[config.mk]
export PLATFORM = sky130hd
export DESIGN_NAME = lpx_extractor
export DESIGN_NICKNAME = d
export VERILOG_FILES = /design/src/rtl/lpx_pkg.sv /design/src/rtl/lpx_extractor.sv
export SDC_FILE = /design/constraint.sdc
export NUM_CORES = 2
export LEC_CHECK = 0
export BUFFER_PORTS_ARGS = -buffer_cell sky130_fd_sc_hd__clkbuf_2
export CAP_MARGIN = 20
export CORE_UTILIZATION = 56
export DETAILED_ROUTE_END_ITERATION = 10
export HOLD_SLACK_MARGIN = 0.03
export PLACE_DENSITY = 0.8
export SLEW_MARGIN = 40
export SYNTH_ARGS = -nofsm -noshare
export SYNTH_HDL_FRONTEND = slang
export SYNTH_SLANG_ARGS = --single-unit
[constraint.sdc]
create_clock -name clk_i -period 8.7 [get_ports clk_i]
set_input_delay 0.435 -clock clk_i [delete_from_list [all_inputs] [get_ports clk_i]]
set_output_delay 0.435 -clock clk_i [all_outputs]
set_load 0.005 [all_outputs]
[src/rtl/lpx_pkg.sv]
// Package with constants, types and register map for the laser peak extractor
package lpx_pkg;
  // Clock and timing
  localparam int unsigned CLK_PERIOD_NS = 5;
  localparam int unsigned CYC_PER_US = 1000 / CLK_PERIOD_NS;
  localparam logic [15:0] GUARD_US = 16'h0003;
  localparam logic [7:0] US_TICK_LAST = 8'(CYC_PER_US - 1);
  // Geometry
  localparam int unsigned ROWS_MAX = 64;
  localparam logic [6:0] ROWS_MAX_W = 7'h40;
  localparam logic [6:0] ROWS_MIN = 7'h04;
  localparam logic [11:0] COLS_MIN = 12'h010;
  localparam logic [6:0] ROW_ALIGN_MASK = 7'h7c;
  localparam logic [11:0] COL_ALIGN_MASK = 12'hff0;
  localparam logic [15:0] RANGE_MISSING = 16'h0000;
  localparam logic [15:0] RANGE_ROW_BIAS = 16'h0010;
  localparam int unsigned FRAC_BITS = 4;
  localparam int unsigned DIV_STEPS = 23;
  // Register byte offsets
  localparam logic [7:0] ADR_CTRL = 8'h00;
  localparam logic [7:0] ADR_THRESH = 8'h04;
  localparam logic [7:0] ADR_EXPOSE = 8'h08;
  localparam logic [7:0] ADR_PERIOD = 8'h0c;
  localparam logic [7:0] ADR_READOUT = 8'h10;
  localparam logic [7:0] ADR_REGION = 8'h14;
  localparam logic [7:0] ADR_STATUS = 8'h18;
  localparam logic [7:0] ADR_EXP_EFF = 8'h1c;
  // Reset values
  localparam logic [7:0] THRESH_RST = 8'h14;
  localparam logic [15:0] EXPOSE_RST = 16'h0064;
  localparam logic [15:0] PERIOD_RST = 16'h0100;
  localparam logic [15:0] READOUT_RST = 16'h0021;
  localparam logic [11:0] WIDTH_RST = 12'h100;
  // Window selection and compression presets
  typedef enum logic [1:0] {WIN_SMALL = 2'b00, WIN_NORMAL = 2'b01, WIN_LARGE = 2'b10} lpx_win_e;
  typedef enum logic [1:0] {
    COMP_OFF = 2'b00, COMP_LIGHT = 2'b01, COMP_MODERATE = 2'b10, COMP_STRONG = 2'b11
  } lpx_comp_e;
  localparam logic [4:0] WIN_HALF_SMALL = 5'd3;
  localparam logic [4:0] WIN_HALF_NORMAL = 5'd7;
  localparam logic [4:0] WIN_HALF_LARGE = 5'd15;
  localparam logic [11:0] KNEE_LIGHT = 12'h080;
  localparam logic [11:0] KNEE_MODERATE = 12'h0a0;
  localparam logic [11:0] KNEE_STRONG = 12'h0c0;
  localparam int unsigned SHIFT_LIGHT = 2;
  localparam int unsigned SHIFT_MODERATE = 4;
  localparam int unsigned SHIFT_STRONG = 6;
  // Control register layout, high bits first
  typedef struct packed {
    logic ext_trig;
    lpx_comp_e compression_select;
    lpx_win_e peak_fit_window;
    logic reverse;
    logic first_above_threshold_search;
    logic enable;
  } lpx_cfg_s;
  localparam lpx_cfg_s CFG_RST = '{1'b0, COMP_MODERATE, WIN_NORMAL, 1'b0, 1'b0, 1'b0};
  // One range result
  typedef struct packed {
    logic [11:0] col;
    logic [15:0] value;
  } lpx_range_s;
endpackage : lpx_pkg

[src/rtl/lpx_extractor.sv]
// Laser peak profile extractor: timing, compression, peak search and fit
// Contract
// - Effective exposure is clamped to profile period minus three microseconds.
// - A sample is a peak candidate only when it passes the threshold.
// - A column with no qualifying peak reports range value zero.
// - Normal direction reports the first qualifying peak scanning top down.
// - Reverse direction reports the last qualifying peak.
// - Direction only matters in first-local mode, except equal-maximum ties in strongest mode.
// - Samples at or below threshold never take part in peak selection.
// - Strongest mode picks the maximum intensity sample of the column.
// - First-local mode picks the first local maximum along scan direction.
// - Saturated strongest-mode plateaus lean toward the scan's first peak.
// - Peak position is refined by centroid over rows around the maximum.
// - Fit window is 7, 15 or 31 rows for small, normal, large.
// - Compression maps intensity through two linear segments joined at a knee.
// - Compression offers off plus three presets of about 2x, 6x, 15x range.
// - Compression is enabled after reset.
// - Compressed mode waits for readout to finish before next exposure.
// - Linear mode lets the next exposure overlap the previous readout.
// - Internal period paces capture only without external trigger.
// - Exposure and period limits are exact integer microseconds.
// - Fitted position has at most sixteen fractional levels per row.
// - Region height is a multiple of four rows, width of sixteen columns.
//
// Added by the designer: the Wishbone interface to the registers and the register addresses.
`timescale 1ns/1ps
module lpx_extractor (
  input wire logic clk_i,
  input wire logic rst_i,
  input wire logic wb_cyc_i,
  input wire logic wb_stb_i,
  input wire logic wb_we_i,
  input wire logic [7:0] wb_adr_i,
  input wire logic [3:0] wb_sel_i,
  input wire logic [31:0] wb_dat_i,
  output logic [31:0] wb_dat_o,
  output logic wb_ack_o,
  input wire logic trig_i,
  input wire logic pix_valid_i,
  input wire logic [11:0] pix_data_i,
  output logic pix_ready_o,
  output logic expose_o,
  output logic readout_o,
  output logic range_valid_o,
  output lpx_pkg::lpx_range_s range_o,
  output logic profile_done_o
);
  import lpx_pkg::*;

  typedef enum logic [1:0] {S_CAPT = 2'b00, S_FIT = 2'b01, S_DIV = 2'b10, S_OUT = 2'b11} lpx_st_e;

  // Two-segment response with knee and reduced upper slope
  function automatic logic [7:0] compress(input logic [11:0] v, input lpx_comp_e m);
    logic [11:0] knee;
    logic [11:0] y;
    knee = KNEE_LIGHT;
    y = v;
    unique case (m)
      COMP_OFF: y = v;
      COMP_LIGHT: knee = KNEE_LIGHT;
      COMP_MODERATE: knee = KNEE_MODERATE;
      COMP_STRONG: knee = KNEE_STRONG;
    endcase
    if (m != COMP_OFF && v > knee)
    begin
      unique case (m)
        COMP_LIGHT: y = knee + ((v - knee) >> SHIFT_LIGHT);
        COMP_MODERATE: y = knee + ((v - knee) >> SHIFT_MODERATE);
        default: y = knee + ((v - knee) >> SHIFT_STRONG);
      endcase
    end
    return (y > 12'h0ff) ? 8'hff : y[7:0];
  endfunction : compress

  // Byte-lane merge for Wishbone writes
  function automatic logic [31:0] merge(input logic [31:0] old, input logic [31:0] nw,
                                        input logic [3:0] sel);
    logic [31:0] r;
    r = old;
    for (int i = 0; i < 4; i++)
      if (sel[i])
        r[i*8 +: 8] = nw[i*8 +: 8];
    return r;
  endfunction : merge

  // Registers
  lpx_cfg_s cfg_q;
  logic [7:0] thr_q;
  logic [15:0] exp_q, per_q, ro_q;
  logic [11:0] width_q;
  logic [6:0] height_q;
  logic [15:0] prof_cnt_q;
  logic ack_q;
  logic [31:0] rdat_q;
  logic [31:0] wval;
  logic [15:0] exp_eff;
  logic wr_en;

  assign wr_en = wb_cyc_i && wb_stb_i && wb_we_i && !ack_q;

  // Exposure limited by period minus readout/reset guard
  always_comb
  begin
    exp_eff = exp_q; // integer microseconds, exact
    if (per_q <= GUARD_US)
      exp_eff = 16'h0001;
    else if (exp_q > per_q - GUARD_US)
      exp_eff = per_q - GUARD_US;
    if (exp_eff == 16'h0000)
      exp_eff = 16'h0001;
  end

  // Register writes
  always_ff @(posedge clk_i)
  begin
    if (rst_i)
    begin
      cfg_q <= CFG_RST;
      thr_q <= THRESH_RST;
      exp_q <= EXPOSE_RST;
      per_q <= PERIOD_RST;
      ro_q <= READOUT_RST;
      width_q <= WIDTH_RST;
      height_q <= ROWS_MAX_W;
    end
    else if (wr_en)
    begin
      unique case (wb_adr_i)
        ADR_CTRL: cfg_q <= lpx_cfg_s'(wval[7:0]);
        ADR_THRESH: thr_q <= wval[7:0];
        ADR_EXPOSE: exp_q <= wval[15:0];
        ADR_PERIOD: per_q <= wval[15:0];
        ADR_READOUT: ro_q <= wval[15:0];
        ADR_REGION:
        begin
          // alignment and limits of the region
          width_q <= (wval[11:0] < COLS_MIN) ? COLS_MIN : (wval[11:0] & COL_ALIGN_MASK);
          if (wval[31:16] > 16'(ROWS_MAX_W))
            height_q <= ROWS_MAX_W;
          else if (wval[22:16] < ROWS_MIN)
            height_q <= ROWS_MIN;
          else
            height_q <= wval[22:16] & ROW_ALIGN_MASK;
        end
        default: ;
      endcase
    end
  end

  // Current register value under the write, merged per byte lane
  always_comb
  begin
    unique case (wb_adr_i)
      ADR_CTRL: wval = merge({24'h000000, cfg_q}, wb_dat_i, wb_sel_i);
      ADR_THRESH: wval = merge({24'h000000, thr_q}, wb_dat_i, wb_sel_i);
      ADR_EXPOSE: wval = merge({16'h0000, exp_q}, wb_dat_i, wb_sel_i);
      ADR_PERIOD: wval = merge({16'h0000, per_q}, wb_dat_i, wb_sel_i);
      ADR_READOUT: wval = merge({16'h0000, ro_q}, wb_dat_i, wb_sel_i);
      ADR_REGION: wval = merge({9'h000, height_q, 4'h0, width_q}, wb_dat_i, wb_sel_i);
      default: wval = 32'h00000000;
    endcase
  end

  // Wishbone answer one cycle after request
  always_ff @(posedge clk_i)
  begin
    if (rst_i)
    begin
      ack_q <= 1'b0;
      rdat_q <= 32'h00000000;
    end
    else
    begin
      ack_q <= wb_cyc_i && wb_stb_i && !ack_q;
      unique case (wb_adr_i)
        ADR_CTRL: rdat_q <= {24'h000000, cfg_q};
        ADR_THRESH: rdat_q <= {24'h000000, thr_q};
        ADR_EXPOSE: rdat_q <= {16'h0000, exp_q};
        ADR_PERIOD: rdat_q <= {16'h0000, per_q};
        ADR_READOUT: rdat_q <= {16'h0000, ro_q};
        ADR_REGION: rdat_q <= {9'h000, height_q, 4'h0, width_q};
        ADR_STATUS: rdat_q <= {13'h0000, !pix_ready_o, readout_o, expose_o, prof_cnt_q};
        ADR_EXP_EFF: rdat_q <= {16'h0000, exp_eff};
        default: rdat_q <= 32'h00000000;
      endcase
    end
  end
  assign wb_ack_o = ack_q;
  assign wb_dat_o = rdat_q;

  // Trigger pin synchroniser and edge detect
  logic trig_s1_q, trig_s2_q, trig_s3_q;
  always_ff @(posedge clk_i)
  begin
    if (rst_i)
      {trig_s1_q, trig_s2_q, trig_s3_q} <= 3'b000;
    else
      {trig_s1_q, trig_s2_q, trig_s3_q} <= {trig_i, trig_s1_q, trig_s2_q};
  end

  // Microsecond tick
  logic [7:0] tick_cnt_q;
  logic us_tick;
  assign us_tick = (tick_cnt_q == US_TICK_LAST);
  always_ff @(posedge clk_i)
  begin
    if (rst_i || us_tick)
      tick_cnt_q <= 8'h00;
    else
      tick_cnt_q <= tick_cnt_q + 8'h01;
  end

  // Exposure and readout sequencer
  logic [15:0] per_cnt_q, exp_cnt_q, ro_cnt_q;
  logic expose_q, readout_q, start;
  always_comb
  begin
    start = cfg_q.enable && !expose_q;
    if (cfg_q.ext_trig)
      start = start && trig_s2_q && !trig_s3_q;
    else
      start = start && (per_cnt_q >= per_q);
    if (cfg_q.compression_select != COMP_OFF)
      start = start && !readout_q;
  end

  always_ff @(posedge clk_i)
  begin
    if (rst_i)
    begin
      expose_q <= 1'b0;
      readout_q <= 1'b0;
      per_cnt_q <= 16'h0000;
      exp_cnt_q <= 16'h0000;
      ro_cnt_q <= 16'h0000;
    end
    else
    begin
      if (start)
      begin
        expose_q <= 1'b1;
        exp_cnt_q <= 16'h0000;
        per_cnt_q <= 16'h0000;
      end
      else if (us_tick && per_cnt_q != 16'hffff)
        per_cnt_q <= per_cnt_q + 16'h0001;
      if (expose_q && us_tick)
      begin
        if (exp_cnt_q + 16'h0001 >= exp_eff)
        begin
          expose_q <= 1'b0;
          readout_q <= 1'b1; // may run under the next exposure
          ro_cnt_q <= 16'h0000;
        end
        else
          exp_cnt_q <= exp_cnt_q + 16'h0001;
      end
      if (readout_q && us_tick && !(expose_q && exp_cnt_q + 16'h0001 >= exp_eff))
      begin
        if (ro_cnt_q + 16'h0001 >= ro_q)
          readout_q <= 1'b0;
        else
          ro_cnt_q <= ro_cnt_q + 16'h0001;
      end
    end
  end
  assign expose_o = expose_q;
  assign readout_o = readout_q;

  // Column capture and peak search
  lpx_st_e st_q;
  logic [7:0] col_mem_q [ROWS_MAX];
  logic [5:0] row_q, pk_row_q, k_q;
  logic [7:0] prev_q, best_q, c;
  logic rise_q, found_q, rdy_q, acc, last, abv, loc, endc;
  logic [5:0] last_row;
  assign c = compress(pix_data_i, cfg_q.compression_select);
  assign acc = (st_q == S_CAPT) && rdy_q && pix_valid_i;
  assign last_row = 6'(height_q - 7'h01);
  assign last = (row_q == last_row);
  assign abv = (c > thr_q);
  // Local maximum just passed at previous row, or still rising at the end
  assign loc = (row_q != 6'h00) && (prev_q > thr_q) && rise_q && (c < prev_q);
  assign endc = last && abv && ((row_q == 6'h00) || c > prev_q || (c == prev_q && rise_q));

  // Sample storage
  always_ff @(posedge clk_i)
  begin
    if (acc)
      col_mem_q[row_q] <= c;
  end

  // Peak tracking per column
  always_ff @(posedge clk_i)
  begin
    if (rst_i || st_q == S_OUT)
    begin
      prev_q <= 8'h00;
      rise_q <= 1'b1;
      found_q <= 1'b0;
      best_q <= 8'h00;
      pk_row_q <= 6'h00;
    end
    else if (acc)
    begin
      prev_q <= c;
      rise_q <= (c > prev_q) || (c == prev_q && rise_q);
      if (!cfg_q.first_above_threshold_search)
      begin
        // maximum; reverse lets equal later samples win
        if (abv && (!found_q || c > best_q || (cfg_q.reverse && c == best_q)))
        begin
          found_q <= 1'b1;
          best_q <= c;
          pk_row_q <= row_q;
        end
      end
      else if (!cfg_q.reverse)
      begin
        if (!found_q && (loc || endc))
        begin
          found_q <= 1'b1;
          pk_row_q <= loc ? row_q - 6'h01 : row_q;
        end
      end
      else if (loc || endc) // keep the latest
      begin
        found_q <= 1'b1;
        pk_row_q <= endc ? row_q : row_q - 6'h01;
      end
    end
  end

  // Window bounds around the selected row
  logic [4:0] half;
  logic [6:0] hi_sum;
  logic [5:0] w_lo, w_hi;
  logic [7:0] wgt;
  always_comb
  begin
    unique case (cfg_q.peak_fit_window)
      WIN_SMALL: half = WIN_HALF_SMALL;
      WIN_LARGE: half = WIN_HALF_LARGE;
      default: half = WIN_HALF_NORMAL;
    endcase
    w_lo = (pk_row_q > 6'(half)) ? pk_row_q - 6'(half) : 6'h00;
    hi_sum = {1'b0, pk_row_q} + {2'b00, half};
    w_hi = (hi_sum > {1'b0, last_row}) ? last_row : hi_sum[5:0];
    wgt = (col_mem_q[k_q] > thr_q) ? col_mem_q[k_q] - thr_q : 8'h00;
  end

  // Fit, divide and output sequencer
  logic [13:0] sum_w_q;
  logic [18:0] sum_wr_q;
  logic [22:0] num_q;
  logic [14:0] rem_q;
  logic [14:0] rem_sh;
  logic [4:0] div_cnt_q;
  logic [11:0] col_q;
  logic vld_q, done_q;
  lpx_range_s rng_q;
  assign rem_sh = {rem_q[13:0], num_q[22]};

  always_ff @(posedge clk_i)
  begin
    if (rst_i)
    begin
      st_q <= S_CAPT;
      rdy_q <= 1'b1;
      row_q <= 6'h00;
      k_q <= 6'h00;
      sum_w_q <= 14'h0000;
      sum_wr_q <= 19'h00000;
      num_q <= 23'h000000;
      rem_q <= 15'h0000;
      div_cnt_q <= 5'h00;
    end
    else
    begin
      unique case (st_q)
        S_CAPT:
          if (acc)
          begin
            row_q <= last ? 6'h00 : row_q + 6'h01;
            if (last)
            begin
              rdy_q <= 1'b0;
              st_q <= S_FIT;
              k_q <= 6'h00;
              sum_w_q <= 14'h0000;
              sum_wr_q <= 19'h00000;
            end
          end
        S_FIT:
          if (!found_q)
            st_q <= S_OUT;
          else
          begin
            if (k_q >= w_lo)
            begin
              sum_w_q <= sum_w_q + 14'(wgt);
              sum_wr_q <= sum_wr_q + 19'(wgt * k_q);
            end
            if (k_q == w_hi)
            begin
              st_q <= S_DIV;
              num_q <= 23'(sum_wr_q + ((k_q >= w_lo) ? 19'(wgt * k_q) : 19'h00000))
                       << FRAC_BITS;
              sum_w_q <= sum_w_q + ((k_q >= w_lo) ? 14'(wgt) : 14'h0000);
              rem_q <= 15'h0000;
              div_cnt_q <= 5'h00;
            end
            else
              k_q <= k_q + 6'h01;
          end
        S_DIV:
        begin
          // Restoring division, one quotient bit per cycle
          if (rem_sh >= {1'b0, sum_w_q})
          begin
            rem_q <= rem_sh - {1'b0, sum_w_q};
            num_q <= {num_q[21:0], 1'b1};
          end
          else
          begin
            rem_q <= rem_sh;
            num_q <= {num_q[21:0], 1'b0};
          end
          div_cnt_q <= div_cnt_q + 5'h01;
          if (div_cnt_q == 5'(DIV_STEPS - 1))
            st_q <= S_OUT;
        end
        S_OUT:
        begin
          st_q <= S_CAPT;
          rdy_q <= 1'b1;
        end
      endcase
    end
  end
  assign pix_ready_o = rdy_q;

  // Result publication, one per column
  always_ff @(posedge clk_i)
  begin
    if (rst_i)
    begin
      vld_q <= 1'b0;
      done_q <= 1'b0;
      col_q <= 12'h000;
      rng_q <= '0;
      prof_cnt_q <= 16'h0000;
    end
    else
    begin
      vld_q <= (st_q == S_OUT);
      done_q <= 1'b0;
      if (st_q == S_OUT)
      begin
        rng_q.col <= col_q;
        rng_q.value <= found_q ? num_q[15:0] + RANGE_ROW_BIAS : RANGE_MISSING;
        if (col_q + 12'h001 >= width_q)
        begin
          col_q <= 12'h000;
          done_q <= 1'b1;
          prof_cnt_q <= prof_cnt_q + 16'h0001;
        end
        else
          col_q <= col_q + 12'h001;
      end
    end
  end
  assign range_valid_o = vld_q;
  assign range_o = rng_q;
  assign profile_done_o = done_q;
endmodule : lpx_extractor

---- Word level (Yosys, flattened, before mapping) ----
Memory sizes are Yosys's and may differ from the RTL's. A register that Yosys moved wholly into a read port is not among the register bits.
Cells that the tools add are included.
W data, S select, Z words.
storage, ports and cells
  flip-flop bits (word level) ............. 349
  bits in latches ......................... 0
  memory bits (writable) .................. 512
  ROM bits ................................ 0
  bits of input ports ..................... 63
  output and inout bits ................... 66
  word-level logic and storage cells ...... 299
  memories kept ........................... 1
cells by class
  $add $sub $neg .......................... 25
  $mul .................................... 1
  divide/modulo/power cells ............... 0
  $lt $le $gt $ge ......................... 21
  equal/unequal tests ..................... 32
  shift-type cells ........................ 0
  multiplexer cells ....................... 104
  bitwise operators ....................... 2
  reductions and logical operators ........ 70
memories
  memory     depth  width  read ports  clocked after Yosys merged registers in  wr ports  RTL line              source
  col_mem_q  64     8      1           1                                        1         lpx_extractor.sv:272  logic [7:0] col_mem_q [ROWS_MAX];
operator list
  operator                 count
  $pmux W32 S6             1
  $pmux W23 S8             1
  $mux W16                 11
  $mux W8                  17
  $mux W14                 9
  $mux W6                  16
  $mux W19                 4
  $add A16 B1 Y16 const B  4
  $pmux W14 S2             2
  $ge A16 B16 Y1           3
  $mux W23                 2
  $pmux W23 S2             1
  $gt A8 B8 Y1             5
  $add A19 B14 Y19         2
  $pmux W19 S2             1
  $mux W12                 3
  $eq A8 B5 Y1 const B     4
  $add A14 B8 Y14          2
  $logic_and A1 B1 Y1      26
  $pmux W12 S2             1
  $mux W1                  20
  $add A16 B5 Y16 const B  1
  $eq A8 B4 Y1 const B     2
  $eq A8 B8 Y1             2
  other kinds (62)         115

---- Longest topological paths before layout ----
  depth after elaboration ................. 17
  gate-level depth with buffers ........... 42
  gate-level depth less buffers ........... 40

---- Least setup slack after synthesis ----
OpenSTA, ideal clock, no wires.
  kind .................................... flip-flop to flip-flop
  from .................................... register (tool-made name)
  to ...................................... register num_q[21]
  setup time .............................. 0.070 ns
  data arrival time ....................... 9.510 ns
  data required time ...................... 8.630 ns
  setup slack ............................. -0.881 ns
  stages on the path, launching flop included .. 42
  period minus slack after synthesis ...... 9.581 ns
  cell sequence ........................... dfxtp_1 -> clkbuf_1 -> buf_1 -> mux4_2 -> mux4_2 -> mux4_2 -> inv_1 -> ha_1 -> inv_1 -> fa_1 -> a21o_1 -> a21oi_1 -> o21ai_0 -> a21oi_1 -> o21ai_0 -> a21oi_1 -> nor2_1 -> clkbuf_1 -> (+6 left out) -> ha_1 -> inv_1 -> o21bai_1 -> a21oi_1 -> o21bai_1 -> a21oi_1 -> xnor2_1 -> nor2b_1 -> ha_1 -> a21oi_1 -> o21ai_0 -> a2111oi_0 -> o31ai_1 -> a21oi_1 -> nor2_1 -> xnor2_1 -> a211o_1 -> a21oi_1
RTL lines
  element                 RTL line              source
  end signal: assignment  lpx_extractor.sv:407  num_q <= 23'(sum_wr_q + ((k_q >= w_lo) ? 19'(wgt * k_q) : 19'h00000))
  end signal: assignment  lpx_extractor.sv:422  num_q <= {num_q[21:0], 1'b1};
  end signal: assignment  lpx_extractor.sv:427  num_q <= {num_q[21:0], 1'b0};
  end: declaration        lpx_extractor.sv:355  logic [22:0] num_q;

==> results.cfg <==
[yosys]
ys_ff_latch = 852
synth_cells = 3833
synth-edff-count = 512
synth_top_cells_by_area = edfxtp_1 35%, dfxtp_1 16%, mux4_2 8.8%
seq_area_frac_synth_pct = 50.6
yosys.cell_types.count = 91
synth_top_area_cell = edfxtp_1
synth_commonest_cells = 512 x edfxtp_1, 352 x nor2_1, 340 x dfxtp_1
synth_top_cell_area_share_pct = 35.1
ys.flop_type = edfxtp_1
synth.most_common_cell = edfxtp_1
ys_warn_count = 0
syn_area_sq_um = 43800
postSynthAreaPerCell_sq_um = 11.4
async_flop_share_pct = 0

[global_routing]
grt_pass1_wl_microns = 178000
overflow = 0
grt_usage_pct = 29.1
antenna_found_initial = 2
grt_max_degree = 87
grt_pass1_vias = 30463

[sta]
period_minus_slack_ps = 8830
worstMarginPinSlew_ps = 874
setup_viol = 6
fin_crit_sh_pct = 102
slew_violations = 0
worst_slack_ps = -131
setup_tns_ps = -411
fmax_mhz = 113
grt_setup_unrepaired = yes
hold_viol_final = 0
fin_skew_ps = 49.1
slew_headroom_pct = 41.2

[finish]
areaGrowthSynthToFinish_pct = 14.8
final_nets = 4364
drive_gt1_share_pct = 19.8

[placement]
hpwl_microns = 77600
io_buffer_count = 119
gp_congestion = 0.970

[detailed_routing]
drt-initial-drc-count = 3268
antenna_left = 0
firstDrtPassIters = 7
drcViolationCount = 0
viasPerCell = 6.26
detail_route.wl_per_cell_microns = 22.8
via_count = 32276
wirelength_microns = 117000

[worst_setup_path]
cp_data_required_time_ps = 9200
start_kind = flip-flop
crit_fanout = 6
cp_common_cell = a21oi_2
critPathCaptureType = flip-flop
crit_arrival_ps = 9330
crit_path_top_delay_cell = mux4_2
slowest_delay_ps = 550
path_class = reg -> reg

[floorplanning]
io_pins = 129
dieArea_sq_um = 79400
start_util_pct = 56.6
die_w_microns = 282
die-height_microns = 282
num_rows = 102
core_sq_um = 77500

[hold_path]
hp-class = in -> reg

[power]
power_density_nw_per_um2 = 186
power_leakage_nw = 18.5
power_w = 0.00937
ir_drop_mv = 0.177

[outcome]
status = finished with violations
violations = negative setup slack

[clock_tree]
tritoncts = built
cts_buffers = 89
clock_path_buffers = 3
root_buffer = clkbuf_16
clk_latency_ps = 680
clkTransAtPathRegs_ps = 60
cts.sinks = 852
htreeDepth = 3

[job]
drv_cap = 0
## timing repair
action / CTS / global route
pin swaps: 63 / 42
endpoints found under the setup margin: 14 / 16
cloned: 4 / 1
resized for setup: 71 / 37
hold buffers: 3 / 0
endpoints found under the hold margin: 2 / 0
buffers inserted: 12 / 13
## worst paths after layout
path	startpoint	end	slack [ps]	cells after the start
min reg2reg	trig_s2_q	trig_s3_q	450	2
min	wb_dat_i[20]	height_q[4]	100	3
max reg2reg	flip-flop	num_q[22]	-130	39
max	flip-flop	num_q[22]	-130	39
## layer usage
metal / global-route usage (%) / vias up / share of wire, %
met5: 0 / - / 0
met4: 13.5 / 0 / 5.0
met2: 48.2 / 1673 / 48
li1: - / 14552 / -
met3: 4.26 / 346 / 7.9
met1: 38.0 / 15705 / 39
## final cells by class
class | instances | area (sq um)
antenna | 1 | 2.50
clock buffer | 113 | 2410
clock inverter | 53 | 656
fill | 5538 | 27200
inverter | 207 | 778
multi-input combinational | 2589 | 20700
sequential | 852 | 22200
tap | 1040 | 1300
timing repair buffer | 302 | 2250
## report_power, final
part	switching (W)	leakage [nW]	internal, W
combinational	0.000619	9.75	0.000335
clock	0.00171	1.48	0.00226
sequential	0.0000529	7.26	0.00439
total	0.00238	18.5	0.00699
## critical path, delay by kind of cell (launching register included)
kind | cells | cell delay [ps]
compound gates | 15 | 2360
xor+xnor | 1 | 90
fa+ha+maj | 6 | 2110
buf+inv | 7 | 930
flops | 1 | 450
mux | 4 | 1940
simple gates | 6 | 730
## placed cells by master, fill, tap and decap left out, drive strengths merged, types with 42 or more instances in the layout
cell    count
a21o       66
a21oi     208
and3       73
buf       180
clkbuf    232
dfxtp     340
edfxtp    512
ha        227
inv       210
mux2i      67
mux4      172
nand2     304
nand3      96
nand4      42
nor2      354
nor2b      53
nor3       52
o21ai     146
xnor2     107
xor2       50
## sequential cells by signal, indices dropped and copies added (netlist names), 19 cells and up, named ones only
name       flops
range_o       28
col_mem_q    512
sum_wr_q      19
wb_dat_o      23
num_q         23
## kinds of logic after synthesis
kind of cell,Yosys count,share of synthesized area [%]
simple gates,1187,13.0
flops,852,50.6
compound gates,719,10.7
buf+inv,401,3.62
fa+ha+maj,260,7.99
mux,255,10.8
xor+xnor,158,3.21
other cells,1,0.00856
## through the flow
stage	hold WS, ps	cells	area, sq um	util (%)	setup WS (ps)
2_1_floorplan	410	3841	43900	-	6.75
3_3_place_gp	429	4960	46300	59.8	-145
3_5_place_dp	429	4961	46400	59.9	-334
4_1_cts	64.3	5143	49900	64.4	-79.5
5_1_grt	90.3	5156	50300	64.9	-466
6_report	95.6	5157	50300	64.9	-131
Power figures use the tool's default switching activity.
